### src/asb_regs.svh
// Constants and register map of the acquisition band scheduler
// Notes on behaviour
// - Lowest band runs whole acquisition, 24 per second legacy, 15 current.
// - Slot length accepted from 1 to 59 minutes.
// - Slot sequence restarts at every UTC hour.
// - Highest and intermediate bands alternate between successive slots.
// - Odd slots take up to two one-second highest-band records on minutes.
// - Even slots take up to sixteen one-second intermediate-band records.
// - Highest band: 2560 legacy 50 Hz, 3072 legacy 60 Hz, 2400 current.
// - Intermediate band: 320 legacy 50 Hz, 384 legacy 60 Hz, 150 current.
// - Record sample counts follow line frequency and rate schedule.
// - Start passed under 12 hours ago acquires at once, else standby; a dated start from a previous day gives standby.
// - Undated times act daily; dated times act once.
// - Both window times zero means high bands recorded throughout.
// - Configured window limits high bands to window start until end.
// - Undated window repeats daily; window with both times dated applies once.
// - Times are UTC hours, minutes, seconds, optionally with date.
// - Empty file name becomes serial, month, day char, repeat index.
`ifndef ASB_REGS_SVH
`define ASB_REGS_SVH
// ----------------------------------------------------------------
// Register word indices
// ----------------------------------------------------------------
`define ASB_IDX_CTRL 4'h0
`define ASB_IDX_SLOT 4'h1
`define ASB_IDX_NOW_T 4'h2
`define ASB_IDX_NOW_D 4'h3
`define ASB_IDX_ST_T 4'h4
`define ASB_IDX_ST_D 4'h5
`define ASB_IDX_EN_T 4'h6
`define ASB_IDX_EN_D 4'h7
`define ASB_IDX_HS_T 4'h8
`define ASB_IDX_HS_D 4'h9
`define ASB_IDX_HE_T 4'ha
`define ASB_IDX_HE_D 4'hb
`define ASB_IDX_IDENT 4'hc
`define ASB_IDX_NAME_HI 4'hd
`define ASB_IDX_NAME_LO 4'he
`define ASB_IDX_STATUS 4'hf
`define ASB_NREG 16
// ----------------------------------------------------------------
// Field positions
// ----------------------------------------------------------------
`define ASB_RUN_BIT 0
`define ASB_LINE60_BIT 1
`define ASB_LEGACY_BIT 2
`define ASB_DATED_BIT 31
`define ASB_LEN_MSB 5
`define ASB_HICNT_MSB 9
`define ASB_HICNT_LSB 8
`define ASB_MIDCNT_MSB 20
`define ASB_MIDCNT_LSB 16
`define ASB_TOD_MSB 16
`define ASB_DATE_MSB 20
`define ASB_SER_MSB 15
`define ASB_REP_MSB 23
`define ASB_REP_LSB 16
// ----------------------------------------------------------------
// Limits, rates and time
// ----------------------------------------------------------------
`define ASB_LEN_MIN 6'h01
`define ASB_LEN_MAX 6'h3b
`define ASB_HI_MAX 6'h02
`define ASB_MID_MAX 6'h10
`define ASB_LOW_LEG 5'h18
`define ASB_LOW_CUR 5'h0f
`define ASB_HI_L50 12'ha00
`define ASB_HI_L60 12'hc00
`define ASB_HI_CUR 12'h960
`define ASB_MID_L50 9'h140
`define ASB_MID_L60 9'h180
`define ASB_MID_CUR 9'h096
`define ASB_SEC_MAX 6'h3b
`define ASB_MIN_MAX 6'h3b
`define ASB_HOUR_MAX 5'h17
`define ASB_MONTH_MAX 4'hc
`define ASB_S_PER_H 3600
`define ASB_S_PER_M 60
`define ASB_DAY_S 18'h15180
`define ASB_HALF_DAY_S 17'ha8c0
`define ASB_CLK_HZ 100000000
`define ASB_SEC_S 1
`endif

### src/asb_pkg.sv
// Types and helpers of the acquisition band scheduler
`include "asb_regs.svh"
package asb_pkg;
    typedef struct packed {
        logic [11:0] year;
        logic [3:0] month;
        logic [4:0] day;
    } asb_date_t;
    typedef struct packed {
        logic [4:0] hour;
        logic [5:0] min;
        logic [5:0] sec;
    } asb_tod_t;
    typedef struct packed {
        logic acquiring;
        logic low_en;
        logic [4:0] low_rate;
        logic hi_rec;
        logic [11:0] hi_rate;
        logic mid_rec;
        logic [8:0] mid_rate;
    } asb_band_t;
    typedef enum {ASB_OFF, ASB_STANDBY, ASB_ACQ, ASB_DONE} asb_state_t;

    function automatic logic [16:0] asb_sod(asb_tod_t t);
        return 17'(t.hour * `ASB_S_PER_H + t.min * `ASB_S_PER_M + t.sec);
    endfunction : asb_sod

    function automatic logic [4:0] asb_dim(asb_date_t d);
        logic [4:0] n;
        n = 5'h1f;
        if (d.month == 4'h2) begin
            n = (d.year[1:0] == 2'h0) ? 5'h1d : 5'h1c;
        end else if (d.month == 4'h4 || d.month == 4'h6 ||
                     d.month == 4'h9 || d.month == 4'hb) begin
            n = 5'h1e;
        end
        return n;
    endfunction : asb_dim

    function automatic logic [7:0] asb_chr(logic [4:0] v);
        return (v < 5'h0a) ? 8'(8'h30 + v) : 8'(8'h37 + v);
    endfunction : asb_chr
endpackage : asb_pkg

### src/asb_scheduler.sv
// Acquisition band scheduler with AHB-Lite register slave
//
// The register addresses and the AHB-Lite interface to the registers were chosen for this implementation.
`timescale 1ns/10ps
`include "asb_regs.svh"
module asb_scheduler import asb_pkg::*; #(
    parameter int unsigned CYC_PER_SEC = `ASB_SEC_S * `ASB_CLK_HZ
) (
    input logic hclk,
    input logic hresetn,
    input logic hsel,
    input logic [31:0] haddr,
    input logic [1:0] htrans,
    input logic hwrite,
    input logic [2:0] hsize,
    input logic [31:0] hwdata,
    input logic hready,
    output logic hreadyout,
    output logic [31:0] hrdata,
    output logic hresp,
    output asb_band_t band
);
    // ------------------------------------------------------------
    // Bus slave
    // ------------------------------------------------------------
    logic [31:0] cfg_reg [0:`ASB_NREG-1];
    logic wr_pend_reg;
    logic [3:0] wr_idx_reg;
    wire logic mapped = (haddr[31:6] == 26'h0);
    wire logic addr_ok = hsel && htrans[1] && hready;
    wire logic [3:0] idx = haddr[5:2];
    logic [31:0] rd_word;
    asb_tod_t now_tod;
    asb_date_t now_date;
    logic [63:0] name_w;
    logic [31:0] status_w;

    assign rd_word = !mapped ? 32'h0 :
        (idx == `ASB_IDX_NOW_T) ? {15'h0, now_tod} :
        (idx == `ASB_IDX_NOW_D) ? {11'h0, now_date} :
        (idx == `ASB_IDX_NAME_HI) ? name_w[63:32] :
        (idx == `ASB_IDX_NAME_LO) ? name_w[31:0] :
        (idx == `ASB_IDX_STATUS) ? status_w : cfg_reg[idx];

    always_ff @(posedge hclk or negedge hresetn) begin
        if (!hresetn) begin
            wr_pend_reg <= 1'b0;
            wr_idx_reg <= 4'h0;
            hrdata <= 32'h0;
            hreadyout <= 1'b1;
            hresp <= 1'b0;
        end else begin
            wr_pend_reg <= addr_ok && hwrite && mapped;
            wr_idx_reg <= idx;
            hrdata <= (addr_ok && !hwrite) ? rd_word : 32'h0;
            hreadyout <= 1'b1;
            hresp <= 1'b0;
        end
    end

    wire logic cfg_we = wr_pend_reg &&
        wr_idx_reg != `ASB_IDX_NOW_T && wr_idx_reg != `ASB_IDX_NOW_D &&
        wr_idx_reg != `ASB_IDX_STATUS;
    wire logic load_t = wr_pend_reg && wr_idx_reg == `ASB_IDX_NOW_T;
    wire logic load_d = wr_pend_reg && wr_idx_reg == `ASB_IDX_NOW_D;

    always_ff @(posedge hclk or negedge hresetn) begin
        if (!hresetn) begin
            for (int i = 0; i < `ASB_NREG; i++) begin
                cfg_reg[i] <= 32'h0;
            end
        end else if (cfg_we) begin
            cfg_reg[wr_idx_reg] <= hwdata;
        end
    end

    // ------------------------------------------------------------
    // Configuration decode
    // ------------------------------------------------------------
    wire logic [31:0] ctrl = cfg_reg[`ASB_IDX_CTRL];
    wire logic [31:0] slot = cfg_reg[`ASB_IDX_SLOT];
    wire logic run = ctrl[`ASB_RUN_BIT];
    wire logic line60 = ctrl[`ASB_LINE60_BIT];
    wire logic legacy = ctrl[`ASB_LEGACY_BIT];
    wire logic [5:0] len_raw = slot[`ASB_LEN_MSB:0];
    wire logic [5:0] hi_raw = {4'h0, slot[`ASB_HICNT_MSB:`ASB_HICNT_LSB]};
    wire logic [5:0] mid_raw = {1'b0, slot[`ASB_MIDCNT_MSB:`ASB_MIDCNT_LSB]};
    wire logic [5:0] slot_len = (len_raw < `ASB_LEN_MIN) ? `ASB_LEN_MIN :
        (len_raw > `ASB_LEN_MAX) ? `ASB_LEN_MAX : len_raw;
    wire logic [5:0] hi_cnt = (hi_raw > `ASB_HI_MAX) ? `ASB_HI_MAX : hi_raw;
    wire logic [5:0] mid_cnt =
        (mid_raw > `ASB_MID_MAX) ? `ASB_MID_MAX : mid_raw;

    // ------------------------------------------------------------
    // UTC timebase
    // ------------------------------------------------------------
    logic [31:0] div_reg;
    wire logic tick = (div_reg == CYC_PER_SEC - 1);
    wire logic sec_end = (now_tod.sec == `ASB_SEC_MAX);
    wire logic min_end = sec_end && (now_tod.min == `ASB_MIN_MAX);
    wire logic hour_end = min_end && (now_tod.hour == `ASB_HOUR_MAX);
    wire logic mon_end = (now_date.day == asb_dim(now_date));
    asb_tod_t tod_next;
    asb_date_t date_next;

    assign tod_next.sec = sec_end ? 6'h0 : 6'(now_tod.sec + 6'h1);
    assign tod_next.min = !sec_end ? now_tod.min :
        min_end ? 6'h0 : 6'(now_tod.min + 6'h1);
    assign tod_next.hour = !min_end ? now_tod.hour :
        hour_end ? 5'h0 : 5'(now_tod.hour + 5'h1);
    assign date_next.day = mon_end ? 5'h1 : 5'(now_date.day + 5'h1);
    assign date_next.month = !mon_end ? now_date.month :
        (now_date.month == `ASB_MONTH_MAX) ? 4'h1 :
        4'(now_date.month + 4'h1);
    assign date_next.year = (mon_end && now_date.month == `ASB_MONTH_MAX) ?
        12'(now_date.year + 12'h1) : now_date.year;

    always_ff @(posedge hclk or negedge hresetn) begin
        if (!hresetn) begin
            div_reg <= 32'h0;
            now_tod <= '0;
            now_date <= '0;
        end else begin
            div_reg <= (tick || load_t) ? 32'h0 : div_reg + 32'h1;
            if (load_t) begin
                now_tod <= hwdata[`ASB_TOD_MSB:0];
            end else if (tick) begin
                now_tod <= tod_next;
            end
            if (load_d) begin
                now_date <= hwdata[`ASB_DATE_MSB:0];
            end else if (tick && hour_end) begin
                now_date <= date_next;
            end
        end
    end

    // ------------------------------------------------------------
    // Schedule times
    // ------------------------------------------------------------
    wire logic [37:0] now_stamp = {now_date, now_tod};
    wire logic [16:0] now_sod = asb_sod(now_tod);
    wire logic [31:0] st_t = cfg_reg[`ASB_IDX_ST_T];
    wire logic [31:0] en_t = cfg_reg[`ASB_IDX_EN_T];
    wire logic [31:0] hs_t = cfg_reg[`ASB_IDX_HS_T];
    wire logic [31:0] he_t = cfg_reg[`ASB_IDX_HE_T];
    wire logic [37:0] st_stamp = {cfg_reg[`ASB_IDX_ST_D][`ASB_DATE_MSB:0],
        st_t[`ASB_TOD_MSB:0]};
    wire logic [37:0] en_stamp = {cfg_reg[`ASB_IDX_EN_D][`ASB_DATE_MSB:0],
        en_t[`ASB_TOD_MSB:0]};
    wire logic [37:0] hs_stamp = {cfg_reg[`ASB_IDX_HS_D][`ASB_DATE_MSB:0],
        hs_t[`ASB_TOD_MSB:0]};
    wire logic [37:0] he_stamp = {cfg_reg[`ASB_IDX_HE_D][`ASB_DATE_MSB:0],
        he_t[`ASB_TOD_MSB:0]};
    wire logic [16:0] st_sod = asb_sod(st_t[`ASB_TOD_MSB:0]);
    wire logic [16:0] en_sod = asb_sod(en_t[`ASB_TOD_MSB:0]);
    wire logic [16:0] hs_sod = asb_sod(hs_t[`ASB_TOD_MSB:0]);
    wire logic [16:0] he_sod = asb_sod(he_t[`ASB_TOD_MSB:0]);
    wire logic st_dated = st_t[`ASB_DATED_BIT];
    wire logic en_dated = en_t[`ASB_DATED_BIT];
    wire logic hw_dated = hs_t[`ASB_DATED_BIT] && he_t[`ASB_DATED_BIT];

    wire logic start_hit = st_dated ? (now_stamp == st_stamp) :
        (now_sod == st_sod);
    wire logic end_hit = en_dated ? (now_stamp == en_stamp) :
        (now_sod == en_sod);
    wire logic [16:0] elapsed = (now_sod >= st_sod) ?
        17'(now_sod - st_sod) : 17'(18'(now_sod) + `ASB_DAY_S - st_sod);
    wire logic late_ok = (elapsed < `ASB_HALF_DAY_S) && (!st_dated ||
        (now_date == st_stamp[37:17] && now_sod >= st_sod));

    wire logic win_off = !hs_t[`ASB_DATED_BIT] && !he_t[`ASB_DATED_BIT] &&
        hs_sod == 17'h0 && he_sod == 17'h0;
    wire logic win_day = (hs_sod <= he_sod) ?
        (now_sod >= hs_sod && now_sod < he_sod) :
        (now_sod >= hs_sod || now_sod < he_sod);
    wire logic win_once = now_stamp >= hs_stamp && now_stamp < he_stamp;
    wire logic win_ok = win_off ||
        (hw_dated ? win_once : win_day);

    // ------------------------------------------------------------
    // Acquisition state
    // ------------------------------------------------------------
    asb_state_t state_reg;
    asb_state_t state_next;
    logic run_q_reg;
    wire logic run_rise = run && !run_q_reg;

    always_comb begin
        state_next = state_reg;
        unique case (state_reg)
            ASB_OFF: begin
                if (run_rise) begin
                    state_next = late_ok ? ASB_ACQ : ASB_STANDBY;
                end
            end
            ASB_STANDBY: begin
                if (tick && start_hit) begin
                    state_next = ASB_ACQ;
                end
            end
            ASB_ACQ: begin
                if (tick && end_hit) begin
                    state_next = en_dated ? ASB_DONE : ASB_STANDBY;
                end
            end
            ASB_DONE: begin
                state_next = ASB_DONE;
            end
        endcase
        if (!run) begin
            state_next = ASB_OFF;
        end
    end

    // ------------------------------------------------------------
    // Slot tracking
    // ------------------------------------------------------------
    logic [5:0] slot_num_reg;
    logic [5:0] min_in_reg;
    wire logic slot_wrap = (6'(min_in_reg + 6'h1) >= slot_len);
    asb_date_t name_date_reg;

    always_ff @(posedge hclk or negedge hresetn) begin
        if (!hresetn) begin
            state_reg <= ASB_OFF;
            run_q_reg <= 1'b0;
            slot_num_reg <= 6'h1;
            min_in_reg <= 6'h0;
            name_date_reg <= '0;
        end else begin
            state_reg <= state_next;
            run_q_reg <= run;
            if (state_next == ASB_ACQ && state_reg != ASB_ACQ) begin
                name_date_reg <= now_date;
            end
            if (load_t || (tick && min_end)) begin
                slot_num_reg <= 6'h1;
                min_in_reg <= 6'h0;
            end else if (tick && sec_end) begin
                slot_num_reg <= slot_wrap ?
                    6'(slot_num_reg + 6'h1) : slot_num_reg;
                min_in_reg <= slot_wrap ? 6'h0 : 6'(min_in_reg + 6'h1);
            end
        end
    end

    // ------------------------------------------------------------
    // Band control and file name
    // ------------------------------------------------------------
    wire logic acq = (state_reg == ASB_ACQ);
    wire logic rec_sec = acq && win_ok && now_tod.sec == 6'h0;
    asb_band_t band_next;
    assign band_next.acquiring = acq;
    assign band_next.low_en = acq;
    assign band_next.low_rate = legacy ? `ASB_LOW_LEG : `ASB_LOW_CUR;
    assign band_next.hi_rec = rec_sec && slot_num_reg[0] &&
        min_in_reg < hi_cnt;
    assign band_next.mid_rec = rec_sec && !slot_num_reg[0] &&
        min_in_reg < mid_cnt;
    assign band_next.hi_rate = !legacy ? `ASB_HI_CUR :
        line60 ? `ASB_HI_L60 : `ASB_HI_L50;
    assign band_next.mid_rate = !legacy ? `ASB_MID_CUR :
        line60 ? `ASB_MID_L60 : `ASB_MID_L50;

    always_ff @(posedge hclk or negedge hresetn) begin
        if (!hresetn) begin
            band <= '0;
        end else begin
            band <= band_next;
        end
    end

    wire logic [31:0] ident = cfg_reg[`ASB_IDX_IDENT];
    wire logic [15:0] ser = ident[`ASB_SER_MSB:0];
    wire logic [7:0] rep = ident[`ASB_REP_MSB:`ASB_REP_LSB];
    wire logic [63:0] name_cfg =
        {cfg_reg[`ASB_IDX_NAME_HI], cfg_reg[`ASB_IDX_NAME_LO]};
    wire logic [63:0] name_auto = {asb_chr({1'b0, ser[15:12]}),
        asb_chr({1'b0, ser[11:8]}), asb_chr({1'b0, ser[7:4]}),
        asb_chr({1'b0, ser[3:0]}), asb_chr({1'b0, name_date_reg.month}),
        asb_chr(name_date_reg.day), asb_chr({1'b0, rep[7:4]}),
        asb_chr({1'b0, rep[3:0]})};
    assign name_w = (name_cfg != 64'h0) ? name_cfg : name_auto;
    assign status_w = {10'h0, min_in_reg, 2'h0, slot_num_reg, 4'h0,
        band.mid_rec, band.hi_rec, 2'(state_reg)};
endmodule : asb_scheduler

### config.mk
export PLATFORM = sky130hd
export DESIGN_NAME = asb_scheduler
export DESIGN_NICKNAME = d
export VERILOG_FILES = /design/src/asb_pkg.sv /design/src/asb_scheduler.sv
export VERILOG_INCLUDE_DIRS = /design/src
export SDC_FILE = /design/constraint.sdc
export NUM_CORES = 2
export LEC_CHECK = 0
export BUFFER_PORTS_ARGS = -buffer_cell sky130_fd_sc_hd__buf_4
export CORE_UTILIZATION = 35
export DETAILED_ROUTE_END_ITERATION = 16
export PLACE_DENSITY = 0.48
export SLEW_MARGIN = 25
export SYNTH_ARGS = -nofsm -noshare
export SYNTH_HDL_FRONTEND = slang
export SYNTH_SLANG_ARGS = --single-unit
### constraint.sdc
create_clock -name hclk -period 14 [get_ports hclk]
set_input_delay 2.1 -clock hclk [delete_from_list [all_inputs] [get_ports hclk]]
set_output_delay 2.1 -clock hclk [all_outputs]
set_load 0.02 [all_outputs]
==> results summary <==
The flow ran to the end, and the final reports show no timing, DRC or antenna violations. The per-instance average area after synthesis is 10.4 µm². The clock insertion delay at the later pin of the skew report came out at around 0.66 ns. The cts-stage hold buffer count is 0. The clock arrives with a little under 0.04 ns of skew. The tree is rooted in a clkbuf_16. The via count is about 33000. The timing-limited maximum frequency is 0.104 GHz. Summed over all nets, the switching power comes to between 0.002 and 0.0025 W. Buffers added to address setup during post-CTS repair amount to 0. The core region is about 130000 µm². Summed over all layers, the routed wires come to 146000 µm. The total number of yosys warnings came out at 0. Setup slack closes at 4.36 ns. The largest fanout of any net on the critical path is 13. The share of synthesized area occupied by flip-flops and latches is 0.363.

Once layout is complete, the utilization of the core stands at 0.394. The total routing usage reported by global routing came out at 0.227. The kind of cell with the highest combined delay along the critical path is compound AO/OA/AOI/OAI gates. In the final design database the tool counted 4862 nets. Along the worst hold path, the cell count comes to 0.

The iteration count of the initial detailed-routing pass came out at 7. The growth of design area from synthesis to finish came out at 11.4%. Of the total power, the clock network draws 0.333.

The clock transition at the registers of the reported paths is about 0.060 ns. The worst-case IR drop observed on VDD is around 110 µV. The weighted congestion reported at the end of routability-driven placement came out at between 0.9 and 1. The count of endpoints failing setup in the final report is 0. The endpoint required time on the critical path came out at 14.54 ns. The number of failing hold endpoints at the final stage is 0. Among all stages on the critical path, the largest delay is contributed by dfrtp_1. The smallest clock period supported by the final layout is computed as 9.64 ns. The count of buffer and inverter cells on the critical path is 4. For this configuration, the core starts out at a cell density of 0.354. For the pin with the worst max-slew slack, the measured transition is roughly 1.1 ns. Input and output buffers added on the ports amount to 120. Setup repair after global routing left no endpoint under its margin. The floorplan step defined a die boundary enclosing 129000 µm².

For hold timing, the worst endpoint is cfg_reg[430]. The ratio of cells with drive above 1 in the final layout came out at 0.191. Cell internal power was estimated by the tool at approximately 0.0040 W.

The number of DRC markers in iteration 0 is 2763. STA puts the critical path data arrival time at between 10 and 15 ns. The share of synthesized area in the top cell type comes to 0.363. The detail route stage leaves a number of antenna-violating nets equal to 0. The count of flip-flops with a built-in enable after synthesis came out at 0. The via count normalized by instance count is roughly 5.5.

After global routing the overflow that remains totals 0. In this run, distinct cell masters in the synthesized netlist total 102. The switching part of the total power is 0.360. The relative slew slack came out at 0.261. The most frequent cell after synthesis is dfrtp_1. In this run, post-CTS repair resized a total of 0 instances. The final routed DRC violation total came out at 0. The startpoint identified for the worst hold timing path is cfg_reg[430].

The setup TNS is 0 ns. The clock sink count is ~650. Synthesis produced 4276 cells. The HPWL after detailed placement is between 100000 and 150000 µm. The share of the clock period used by the worst path after layout is 0.688. The number of top-level pins is between 100 and 150. After synthesis, the most frequently instantiated cells are dfrtp_1 (646), ha_1 (437), inv_1 (346), mux2_2 (341), nand2_1 (264). The initial antenna violation count came out at 9. Yosys attributes the largest share of cell area to dfrtp_1 (36%), ha_1 (12%), mux2_2 (8.6%). The maximum buffer depth of the clock tree came out at 3. The TritonCTS buffer count is between 70 and 80. The worst min-delay path category is flop to flop. The slack of the worst reg-to-reg path came out at roughly 4.4 ns.

The area of the mapped netlist is ~45000 µm². The launching point of the worst reg2reg path is now_stamp[8]. The detailed-route wire length per cell is roughly 24 µm. The worst setup slack before clock tree synthesis is 4.24 ns.

The sequential cell fraction of total power is 0.307. The critical path launch point type is a flop. The critical path's largest stage delay came out at roughly 0.96 ns. The power density of the placed cells came out at about 130 nW/µm². The total of fill cells in the finished design came out at about 12000. The first-pass GRT wire length came out at 219000 µm. The tool flagged a number of max-cap violations equal to 0. The most used flip-flop cell after synthesis is dfrtp_1. The share of flip-flops with an asynchronous set or reset came out at 1.00. The critical setup path kind is flop to flop. The level count of the clock H-tree came out at 3.

The share of total power dissipated in combinational logic is 0.360. TritonCTS built the clock tree. The overall die height is ~360 µm. The worst register-to-register path ends at name_date_reg[1]. The flip-flop and latch count after synthesis came out at between 600 and 700. The floorplan die width is 359 µm. STA classifies the critical path endpoint as a flop. The register with the most flip-flops in the layout has between 200 and 300 of them. Entering global routing, the biggest net connects around 140 pins.

The worst register-to-register path has a depth of 28. dfrtp_1 takes more of the synthesized area than any other cell. The leakage power of the design is around 23 nW. The number of placement rows is between 100 and 150. In this design, the critical path's most frequently occurring cell is a21oi_1. The number of max-slew violations in the final report is 0. The number of global-route vias before repair is roughly 33000.
-- placed cells by master (no fill, tap or decap), types with 65 or more instances in the layout --
cell / instances
clkbuf_16: 75
buf_4: 177
o21ai_0: 242
a21oi_1: 212
nand2_1: 263
nand3_1: 65
nor2_1: 213
mux2_2: 341
mux4_2: 113
inv_1: 346
xor2_1: 85
fa_1: 85
xnor2_1: 160
ha_1: 437
dfrtp_1: 646
-- how the worst max path moves through the flow --
stage                       startpoint               end  slack (ns)  cells past startpoint
after detailed placement  now_stamp[8]  name_date_reg[1]        4.24                     28
after floorplan           now_stamp[8]  name_date_reg[1]        6.62                     29
after CTS                 now_stamp[8]  name_date_reg[2]        4.24                     28
after global placement    now_stamp[8]  name_date_reg[0]        4.25                     28
final                     now_stamp[8]  name_date_reg[1]        4.36                     28
after global routing      now_stamp[8]  name_date_reg[0]        4.02                     28
-- power groups by stage --
| stage | logic, W | clock network [W] | registers, W |
|---|---|---|---|
| after global routing | 0.00256 | 0.00221 | 0.00194 |
| after CTS | 0.00229 | 0.00214 | 0.00194 |
| after floorplan | 0.00169 | 0 | 0.00195 |
| final | 0.00228 | 0.00210 | 0.00194 |
| after global placement | 0.00226 | 0 | 0.00197 |
| after detailed placement | 0.00227 | 0 | 0.00197 |
-- layout make-up --
cell class / count / area (µm²) / area share
inverters: 348 / 1310 / 0.0263
flip-flops and latches: 647 / 16200 / 0.326
clock inverters: 32 / 469 / 0.00944
well taps: 1650 / 2060 / 0.0416
repair buffers: 185 / 1440 / 0.0290
diodes: 1 / 2.50 / 0.0000504
clock buffers: 104 / 2170 / 0.0436
multi-input cells: 3009 / 26000 / 0.524
-- worst reg2reg max path, delay by kind of cell (launching register included) --
family	cells	cell delay, ns
AND/OR/NAND/NOR	1	0.20
AO/OA/AOI/OAI	14	3.49
multiplexers	1	0.38
adder cells (fa/ha/maj)	7	3.21
XOR/XNOR	1	0.72
flip-flops	1	0.96
buffers and inverters	4	0.57
-- stage by stage --
step,std cells,instance area (µm²),hold WS [ns],total power (W)
final,5976,49700,0.370,0.00632
after global routing,5975,49700,0.379,0.00671
after CTS,5975,49700,0.375,0.00637
after detailed placement,5839,47000,0.362,0.00425
after global placement,5838,47000,0.360,0.00423
after floorplan,4286,44600,0.398,0.00365
-- cells by family (layout without fill, tap and decap cells) --
group                      after synthesis  after routing  share of synthesized area
AOI/OAI and AO/OA                      801            801                      0.114
xor gates and xnor gates               249            249                     0.0496
adders and majority gates              524            524                      0.161
buffers and inverters                  630            669                     0.0558
DFF                                    647            647                      0.363
muxes                                  502            502                      0.155
other                                    2             13                   0.000168
and+or+nand+nor                        921            921                      0.102
-- layer usage --
layer  global-route usage  up-vias  part of all wire
met5                    0        -                 0
met4               0.0542        0             0.024
met3               0.0385      157             0.062
met2                0.359      908              0.45
met1                0.322    16700              0.46
li1                     -    15100                 -
Note: power is estimated with default switching activity, not from simulation.
